===== config.mk =====
export PLATFORM = sky130hd
export DESIGN_NAME = eeprom_host
export DESIGN_NICKNAME = d
export VERILOG_FILES = /design/src/hw/eeprom_host_pkg.sv /design/src/hw/page_buf.sv /design/src/hw/eeprom_host.sv
export SDC_FILE = /design/constraint.sdc
export NUM_CORES = 1
export LEC_CHECK = 0
export CAP_MARGIN = 5
export CORE_AREA = 2 2 190 192
export DETAILED_ROUTE_END_ITERATION = 7
export DIE_AREA = 0 0 192 194
export DONT_BUFFER_PORTS = 1
export GPL_ROUTABILITY_DRIVEN = 0
export GPL_TIMING_DRIVEN = 0
export PLACE_DENSITY = 0.61
export SETUP_SLACK_MARGIN = 0.15
export SYNTH_ARGS = -nofsm -noshare
export SYNTH_HDL_FRONTEND = slang
export SYNTH_SLANG_ARGS = --single-unit

===== constraint.sdc =====
create_clock -name MCLK_I -period 3.1 [get_ports MCLK_I]
set_input_delay 0.155 -clock MCLK_I [delete_from_list [all_inputs] [get_ports MCLK_I]]
set_output_delay 0.155 -clock MCLK_I [all_outputs]
set_load 0.01 [all_outputs]

===== src/hw/eeprom_host_pkg.sv =====
package eeprom_host_pkg;

   // control byte layout
   localparam logic [3:0] TYPE_CODE = 4'hA;
   localparam logic       RW_READ   = 1'b1;
   localparam logic       RW_WRITE  = 1'b0;
   localparam logic [2:0] ADDR_PAD  = 3'h0;
   localparam logic [2:0] SEL_NONE  = 3'h0;

   // bit engine: four quarter phases per scl period, nine bits per byte
   localparam logic [1:0] PH_DRIVE  = 2'h0;
   localparam logic [1:0] PH_RISE   = 2'h1;
   localparam logic [1:0] PH_SAMPLE = 2'h2;
   localparam logic [1:0] PH_LAST   = 2'h3;
   localparam logic [3:0] LAST_DATA_BIT = 4'h7;
   localparam logic [3:0] ACK_BIT       = 4'h8;

   // timing: 100 kHz scl from the 50 MHz system clock
   localparam int unsigned MCLK_PERIOD_NS = 20;
   localparam int unsigned SCL_QUARTER_NS = 2500;
   localparam int unsigned QUARTER_CYC    = (SCL_QUARTER_NS + MCLK_PERIOD_NS - 1) / MCLK_PERIOD_NS;
   localparam logic [6:0]  QUARTER_LAST   = 7'(QUARTER_CYC - 1);
   localparam int unsigned TWC_MS         = 5;
   localparam int unsigned TWC_CYC        = (TWC_MS * 1000000) / MCLK_PERIOD_NS;
   localparam int unsigned WAIT_W         = 24;

   localparam int unsigned PAGE_AW = 5;

   typedef enum logic [3:0] {
      ST_IDLE   = 4'h0,
      ST_START  = 4'h1,
      ST_CTRLW  = 4'h3,
      ST_ADRH   = 4'h2,
      ST_ADRL   = 4'h6,
      ST_WDATA  = 4'h7,
      ST_RSTART = 4'h5,
      ST_CTRLR  = 4'h4,
      ST_RDATA  = 4'hC,
      ST_STOP   = 4'hD,
      ST_WAIT   = 4'hF
   } state_t;

   typedef struct packed {
      logic        rd;
      logic        cur;
      logic [2:0]  sel;
      logic [12:0] addr;
      logic [4:0]  len;
   } cmd_t;

   typedef struct packed {
      state_t              st;
      logic [1:0]          ph;
      logic [6:0]          qcnt;
      logic [3:0]          bitn;
      logic [7:0]          sr;
      logic [4:0]          wcnt;
      logic [4:0]          ld_ptr;
      cmd_t                cmd;
      logic                scl_oe;
      logic                sda_oe;
      logic                sda_s1;
      logic                sda_s2;
      logic                scl_s1;
      logic                scl_s2;
      logic                ack_hi;
      logic                nack;
      logic                done;
      logic                rvalid;
      logic [7:0]          rdat;
      logic                prot;
      logic [WAIT_W-1:0]   wait_cnt;
   } core_t;

endpackage


===== src/hw/page_buf.sv =====
`timescale 1ns/100ps
module page_buf (
   input  wire logic                                 clk_i,
   input  wire logic                                 wr_en_i,
   input  wire logic [eeprom_host_pkg::PAGE_AW-1:0]  wr_addr_i,
   input  wire logic [7:0]                           wr_data_i,
   input  wire logic [eeprom_host_pkg::PAGE_AW-1:0]  rd_addr_i,
   output logic      [7:0]                           rd_data_o
);

   logic [7:0] mem [0:(1 << eeprom_host_pkg::PAGE_AW)-1];

   // no reset: a byte is only sent after the user has loaded it
   always_ff @(posedge clk_i) begin
      if (wr_en_i) begin
         mem[wr_addr_i] <= wr_data_i;
      end
      rd_data_o <= mem[rd_addr_i];
   end

endmodule


===== src/hw/eeprom_host.sv =====
`timescale 1ns/100ps
module eeprom_host #(
   parameter int unsigned TWC_CYCLES  = eeprom_host_pkg::TWC_CYC,
   parameter logic [2:0]  DEV_SEL     = 3'h0,
   parameter bit          NO_SEL_PINS = 1'b0
) (
   input  wire logic                  MCLK_I,
   input  wire logic                  NRST_I,
   input  wire logic                  CMD_VALID_I,
   input  wire eeprom_host_pkg::cmd_t CMD_I,
   output logic                       CMD_READY_O,
   input  wire logic                  WDAT_VALID_I,
   input  wire logic [7:0]            WDAT_I,
   output logic                       WDAT_READY_O,
   output logic                       RDAT_VALID_O,
   output logic [7:0]                 RDAT_O,
   output logic                       DONE_O,
   output logic                       NACK_O,
   input  wire logic                  PROTECT_I,
   output logic                       PROTECT_O,
   output logic                       SELECT_PIN_0_O,
   output logic                       SELECT_PIN_1_O,
   output logic                       SELECT_PIN_2_O,
   input  wire logic                  SCL_I,
   output logic                       SCL_O,
   output logic                       SCL_OE_O,
   input  wire logic                  SDA_I,
   output logic                       SDA_O,
   output logic                       SDA_OE_O
);

   eeprom_host_pkg::core_t r;
   eeprom_host_pkg::core_t n;

   logic                                tick;
   logic                                bus_free;
   logic                                idle;
   logic                                tx_st;
   logic                                last;
   logic                                cmd_fire;
   logic [7:0]                          mem_q;
   logic [eeprom_host_pkg::PAGE_AW-1:0] rd_addr;

   assign idle     = (r.st == eeprom_host_pkg::ST_IDLE);
   assign bus_free = r.scl_s2 & r.sda_s2;
   assign tick     = (r.qcnt == eeprom_host_pkg::QUARTER_LAST);
   assign last     = (r.wcnt == r.cmd.len);
   assign tx_st    = (r.st == eeprom_host_pkg::ST_CTRLW) | (r.st == eeprom_host_pkg::ST_ADRH) |
                     (r.st == eeprom_host_pkg::ST_ADRL)  | (r.st == eeprom_host_pkg::ST_WDATA) |
                     (r.st == eeprom_host_pkg::ST_CTRLR);

   // waiting out the write cycle keeps commands off the bus while the part ignores us
   assign CMD_READY_O  = idle & bus_free;
   assign WDAT_READY_O = idle;
   assign cmd_fire     = CMD_VALID_I & CMD_READY_O;

   // the next page byte is fetched a whole byte ahead of its use
   assign rd_addr = (r.st == eeprom_host_pkg::ST_WDATA) ? r.wcnt + 5'h1 : r.wcnt;

   page_buf u_page (
      .clk_i     (MCLK_I),
      .wr_en_i   (WDAT_VALID_I & idle),
      .wr_addr_i (r.ld_ptr),
      .wr_data_i (WDAT_I),
      .rd_addr_i (rd_addr),
      .rd_data_o (mem_q)
   );

   always_comb begin
      n        = r;
      n.sda_s1 = SDA_I;
      n.scl_s1 = SCL_I;
      n.sda_s2 = r.sda_s1;
      n.scl_s2 = r.scl_s1;
      n.done   = 1'b0;
      n.rvalid = 1'b0;
      case (r.st)
         eeprom_host_pkg::ST_IDLE: begin
            n.prot = PROTECT_I;
            if (WDAT_VALID_I) begin
               n.ld_ptr = r.ld_ptr + 5'h1;
            end
            if (cmd_fire) begin
               n.cmd    = CMD_I;
               if (NO_SEL_PINS) begin
                  n.cmd.sel = eeprom_host_pkg::SEL_NONE;
               end
               n.nack   = 1'b0;
               n.wcnt   = 5'h0;
               n.ld_ptr = 5'h0;
               n.bitn   = 4'h0;
               n.ph     = eeprom_host_pkg::PH_DRIVE;
               n.qcnt   = 7'h0;
               n.st     = eeprom_host_pkg::ST_START;
            end
         end
         eeprom_host_pkg::ST_WAIT: begin
            if (r.wait_cnt == '0) begin
               n.st = eeprom_host_pkg::ST_IDLE;
            end else begin
               n.wait_cnt = r.wait_cnt - 1'b1;
            end
         end
         default: begin
            if (!tick) begin
               n.qcnt = r.qcnt + 7'h1;
            end else begin
               n.qcnt = 7'h0;
               n.ph   = r.ph + 2'h1;
               case (r.ph)
                  eeprom_host_pkg::PH_DRIVE: begin
                     // scl has been low a full quarter before sda moves
                     case (r.st)
                        eeprom_host_pkg::ST_START,
                        eeprom_host_pkg::ST_RSTART: n.sda_oe = 1'b0;
                        eeprom_host_pkg::ST_STOP:   n.sda_oe = 1'b1;
                        eeprom_host_pkg::ST_RDATA: begin
                           // ack all but the final byte of a read
                           n.sda_oe = (r.bitn == eeprom_host_pkg::ACK_BIT) & ~last;
                        end
                        default: begin
                           n.sda_oe = (r.bitn != eeprom_host_pkg::ACK_BIT) & ~r.sr[7];
                        end
                     endcase
                  end
                  eeprom_host_pkg::PH_SAMPLE: begin
                     case (r.st)
                        eeprom_host_pkg::ST_START,
                        eeprom_host_pkg::ST_RSTART: n.sda_oe = 1'b1;
                        eeprom_host_pkg::ST_STOP:   n.sda_oe = 1'b0;
                        eeprom_host_pkg::ST_RDATA: begin
                           if (r.bitn != eeprom_host_pkg::ACK_BIT) begin
                              n.sr = {r.sr[6:0], r.sda_s2};
                           end
                           if (r.bitn == eeprom_host_pkg::LAST_DATA_BIT) begin
                              n.rdat   = {r.sr[6:0], r.sda_s2};
                              n.rvalid = 1'b1;
                           end
                        end
                        default: begin
                           if (r.bitn == eeprom_host_pkg::ACK_BIT) begin
                              n.ack_hi = r.sda_s2;
                           end
                        end
                     endcase
                  end
                  eeprom_host_pkg::PH_LAST: begin
                     case (r.st)
                        eeprom_host_pkg::ST_START,
                        eeprom_host_pkg::ST_RSTART: begin
                           n.bitn = 4'h0;
                           n.st   = ((r.st == eeprom_host_pkg::ST_RSTART) | (r.cmd.rd & r.cmd.cur)) ?
                                    eeprom_host_pkg::ST_CTRLR : eeprom_host_pkg::ST_CTRLW;
                        end
                        eeprom_host_pkg::ST_STOP: begin
                           n.done = 1'b1;
                           if (!r.cmd.rd && !r.nack) begin
                              n.st       = eeprom_host_pkg::ST_WAIT;
                              n.wait_cnt = eeprom_host_pkg::WAIT_W'(TWC_CYCLES - 1);
                           end else begin
                              n.st = eeprom_host_pkg::ST_IDLE;
                           end
                        end
                        default: begin
                           if (r.bitn != eeprom_host_pkg::ACK_BIT) begin
                              n.bitn = r.bitn + 4'h1;
                              if (tx_st) begin
                                 n.sr = {r.sr[6:0], 1'b0};
                              end
                           end else begin
                              n.bitn = 4'h0;
                              if (tx_st && r.ack_hi) begin
                                 // no ack: wrong select, or part busy programming
                                 n.nack = 1'b1;
                                 n.st   = eeprom_host_pkg::ST_STOP;
                              end else begin
                                 case (r.st)
                                    eeprom_host_pkg::ST_CTRLW: n.st = eeprom_host_pkg::ST_ADRH;
                                    eeprom_host_pkg::ST_ADRH:  n.st = eeprom_host_pkg::ST_ADRL;
                                    eeprom_host_pkg::ST_ADRL: begin
                                       n.st = r.cmd.rd ? eeprom_host_pkg::ST_RSTART : eeprom_host_pkg::ST_WDATA;
                                    end
                                    eeprom_host_pkg::ST_CTRLR: n.st = eeprom_host_pkg::ST_RDATA;
                                    default: begin
                                       // write pages are capped at 32 bytes by the length field
                                       if (last) begin
                                          n.st = eeprom_host_pkg::ST_STOP;
                                       end else begin
                                          n.wcnt = r.wcnt + 5'h1;
                                       end
                                    end
                                 endcase
                              end
                           end
                        end
                     endcase
                     // reload only at a byte boundary, else the shift above is undone
                     case ((n.bitn == 4'h0) ? n.st : eeprom_host_pkg::ST_IDLE)
                        eeprom_host_pkg::ST_CTRLW: begin
                           n.sr = {eeprom_host_pkg::TYPE_CODE, n.cmd.sel, eeprom_host_pkg::RW_WRITE};
                        end
                        eeprom_host_pkg::ST_CTRLR: begin
                           n.sr = {eeprom_host_pkg::TYPE_CODE, n.cmd.sel, eeprom_host_pkg::RW_READ};
                        end
                        eeprom_host_pkg::ST_ADRH: begin
                           n.sr = {eeprom_host_pkg::ADDR_PAD, r.cmd.addr[12:8]};
                        end
                        eeprom_host_pkg::ST_ADRL:  n.sr = r.cmd.addr[7:0];
                        eeprom_host_pkg::ST_WDATA: n.sr = mem_q;
                        default: n.sr = n.sr;
                     endcase
                  end
                  default: n.sda_oe = r.sda_oe;
               endcase
            end
         end
      endcase
      // only this end drives scl, low in the first half of every bit
      if (n.st == eeprom_host_pkg::ST_IDLE || n.st == eeprom_host_pkg::ST_WAIT) begin
         n.scl_oe = 1'b0;
         n.sda_oe = 1'b0;
      end else begin
         n.scl_oe = (n.ph == eeprom_host_pkg::PH_DRIVE) | (n.ph == eeprom_host_pkg::PH_RISE);
      end
   end

   always_ff @(posedge MCLK_I or negedge NRST_I) begin
      if (!NRST_I) begin
         r <= '0;
      end else begin
         r <= n;
      end
   end

   // select pins are parameter levels, defined from reset on
   assign SELECT_PIN_0_O = DEV_SEL[0];
   assign SELECT_PIN_1_O = DEV_SEL[1];
   assign SELECT_PIN_2_O = DEV_SEL[2];
   assign PROTECT_O      = r.prot;

   assign SCL_O        = 1'b0;
   assign SDA_O        = 1'b0;
   assign SCL_OE_O     = r.scl_oe;
   assign SDA_OE_O     = r.sda_oe;
   assign RDAT_VALID_O = r.rvalid;
   assign RDAT_O       = r.rdat;
   assign DONE_O       = r.done;
   assign NACK_O       = r.nack;

endmodule


==> results.py <==
metrics = {
    "finish": {
        "area_growth_pct": 20.9,
        "final_cells": 1664,
        "nets": 1225,
        "post-route-util_pct": 53.9,
        "n_fill_cell": 2833,
        "drive_gt1_share_pct": 26.2,
    },
    "synthesis": {
        "synth_cell_types": 70,
        "synth_top_flop_cell": "edfxtp_1",
        "ys_ff_latch": 365,
        "ys_async_sr_fraction_pct": 27.7,
        "synthTopCellsByCount": "256 x edfxtp_1, 143 x nand2_1, 101 x dfrtp_1",
        "yosys.area.top_type_share_pct": 48.9,
        "yosysWarnings": 0,
        "ys_top_cells_by_area": "edfxtp_1 49%, dfrtp_1 16%, mux4_2 11%",
        "yosys.area.top_type": "edfxtp_1",
        "seq_area_frac_synth_pct": 66.0,
        "syn_inst": 1058,
        "synth_enable_flop_cells": 256,
        "syn_area_um2": 15700,
        "yosysMostFrequentCell": "edfxtp_1",
        "postSynthAreaPerCell_um2": 14.9,
    },
    "sta": {
        "final_min_period_over_clock_period_pct": 94.1,
        "max_freq_mhz": 343,
        "slew_violations": 0,
        "setup_viol": 0,
        "finalHoldViolations": 0,
        "finalClockSkew_ns": 0.0165,
        "slew_headroom_pct": 22.0,
        "whs_ns": 0.137,
        "fin_crit_ns": 2.92,
        "worstMarginPinSlew_ns": 1.17,
        "rsz0062_at_grt": "true",
    },
    "clock_tree": {
        "cts_buffers": 38,
        "clkTransAtPathRegs_ns": 0.06,
        "clock_path_buffers": 3,
        "cts.sinks": 365,
        "root_buffer": "clkbuf_16",
        "clk_latency_ns": 0.54,
        "tritoncts": "yes",
        "htreeDepth": 2,
    },
    "worst_setup_path": {
        "reg2reg_depth": 11,
        "cp_max_fo": 10,
        "crit_path_start_kind": "register",
        "cp.required_ns": 3.52,
        "worstSetupEndpointType": "register",
        "critPathKind": "register to register",
        "arrival_ns": 3.34,
    },
    "run": {
        "max_cap_viol_count": 0,
    },
    "power_and_ir_drop": {
        "power_density_nw_per_um2": 580,
        "irDropWorstVdd_mv": 0.549,
        "p_leak_nw": 6.78,
    },
    "floorplan": {
        "die_area_um2": 37200,
        "die-height_um": 194,
        "ioPinCount": 59,
        "dieWidth_um": 192,
        "core.rowCount": 69,
        "initial_core_util_pct": 44.6,
        "coreArea_um2": 35200,
    },
    "global_routing": {
        "grt_max_degree": 102,
        "antenna_found_initial": 1,
        "overflow": 0,
        "first_global_vias": 9058,
        "grt_pass1_wl_um": 52500,
        "grt_usage_pct": 18.5,
    },
    "placed_design": {
        "dpl.cell_count": 1523,
        "hpwl_um": 22400,
        "portBuffers": 0,
    },
    "status": {
        "status": "finished clean",
    },
    "worst_hold_path": {
        "min_path_type": "input port to register",
        "hold_depth": 5,
    },
    "routing": {
        "drtPass1Iterations": 5,
        "drt.antenna.violating_nets": 0,
        "avgRoutedWirePerCell_um": 20.6,
        "routed-via-count": 9190,
        "totalWireLength_um": 34200,
        "viasPerCell": 5.52,
        "drt-initial-drc-count": 671,
        "drt_drc_violations_left": 0,
    },
}
[repair_timing]
action,CTS,global route
pin swaps,5,14
resized for setup,120,56
hold buffers,40,0
cloned,2,1
hold endpoints to repair,383,0
setup endpoints to repair,298,294
setup buffers,14,14
[where the power goes]
| group | internal, mW | switching, mW |
|---|---|---|
| logic | 0.284 | 0.548 |
| clock network | 2.73 | 1.87 |
| registers | 5.47 | 0.108 |
| total | 8.49 | 2.53 |
[cells by family (layout without fill, tap and decap cells)]
group,after synthesis,after routing,share of synthesized area [%]
buffers and inverters,73,213,2.39
adder cells (fa/ha/maj),14,14,1.11
AO/OA/AOI/OAI,111,111,4.66
other,1,6,0.0239
XOR/XNOR,33,33,1.96
multiplexers,104,104,13.1
flip-flops,365,365,66.0
AND/OR/NAND/NOR,357,357,10.8
[worst max-delay path: stages (launching register included)]
cell,delay [ns]
dfrtp_1,0.37
buf_6,0.12
buf_6,0.11
nor2b_4,0.13
nand3_4,0.10
xor2_4,0.17
buf_12,0.15
buf_12,0.14
buf_12,0.15
mux4_2,0.52
mux4_2,0.53
mux2_2,0.31
[per-stage QoR]
step	power [mW]	setup slack (ns)	TNS (ns)	instance area, µm²
floorplan	6.03	0.317	0	15700
global placement	6.21	-0.469	-33.60	16300
detailed placement	6.22	-0.440	-37.75	16300
CTS	11.1	0.0357	0	18700
global route	11.4	0.107	0	19000
finish	11.0	0.183	0	19000
[routing by layer]
metal	GRT usage (%)	wire length, µm	vias up
li1	-	-	4245
met1	26.1	15400	4626
met2	29.5	16200	263
met3	3.37	1820	56
met4	5.40	837	0
met5	0	0	-
[final cells by class]
class	instances	area, µm²	share of cell area, %
antenna	1	2.50	0.0132
buffer	57	480	2.53
clock buffer	53	1090	5.73
clock inverter	16	184	0.968
inverter	16	60.1	0.316
multi-input combinational	624	5440	28.6
sequential	365	10400	54.6
tap	461	577	3.04
timing repair buffer	71	796	4.19
[registers in the layout (all words and copies together), names as in the netlist]
signal            cells
n                     2
SDA_OE_O              1
RDAT_VALID_O          1
u_page.rd_data_o      8
DONE_O                1
SCL_OE_O              1
RDAT_O                8
r                    85
u_page.mem          256
NACK_O                1
PROTECT_O             1
[path summary, 6_finish.rpt]
path	startpoint	end	slack (ns)
worst min register to register	n[39]	r[39]	0.35
worst max-delay path	r[97]	u_page.rd_data_o[3]	0.18
min in group asynchronous	NRST_I	RDAT_O[6]	0.20
max in group asynchronous	NRST_I	r[100]	2.41
worst min-delay path	CMD_VALID_I	r[91]	0.14
worst max register to register	r[97]	u_page.rd_data_o[3]	0.18
[placed cells by master, fill, tap and decap left out, types with 5 or more instances in the layout]
master and instances:
a21oi_1 14, a31oi_1 8, and2_1 6, buf_12 12
buf_2 5, buf_4 43, buf_6 8, clkbuf_1 20
clkbuf_16 41, clkinv_2 6, conb_1 5, dfrtp_1 100
dfxtp_1 8, dlygate4sd3_1 35, edfxtp_1 256, ha_1 13
inv_1 16, mux2_2 12, mux2i_1 9, mux4_2 80
nand2_1 137, nand2b_1 6, nand3_1 23, nand3b_1 6
nand4_1 17, nor2_1 57, nor2_4 32, nor3_1 12
o21a_1 6, o21ai_0 33, o31ai_1 9, or2_2 6
or3_1 11, xnor2_1 17, xor2_1 12
(Power assumes the default switching activity.)
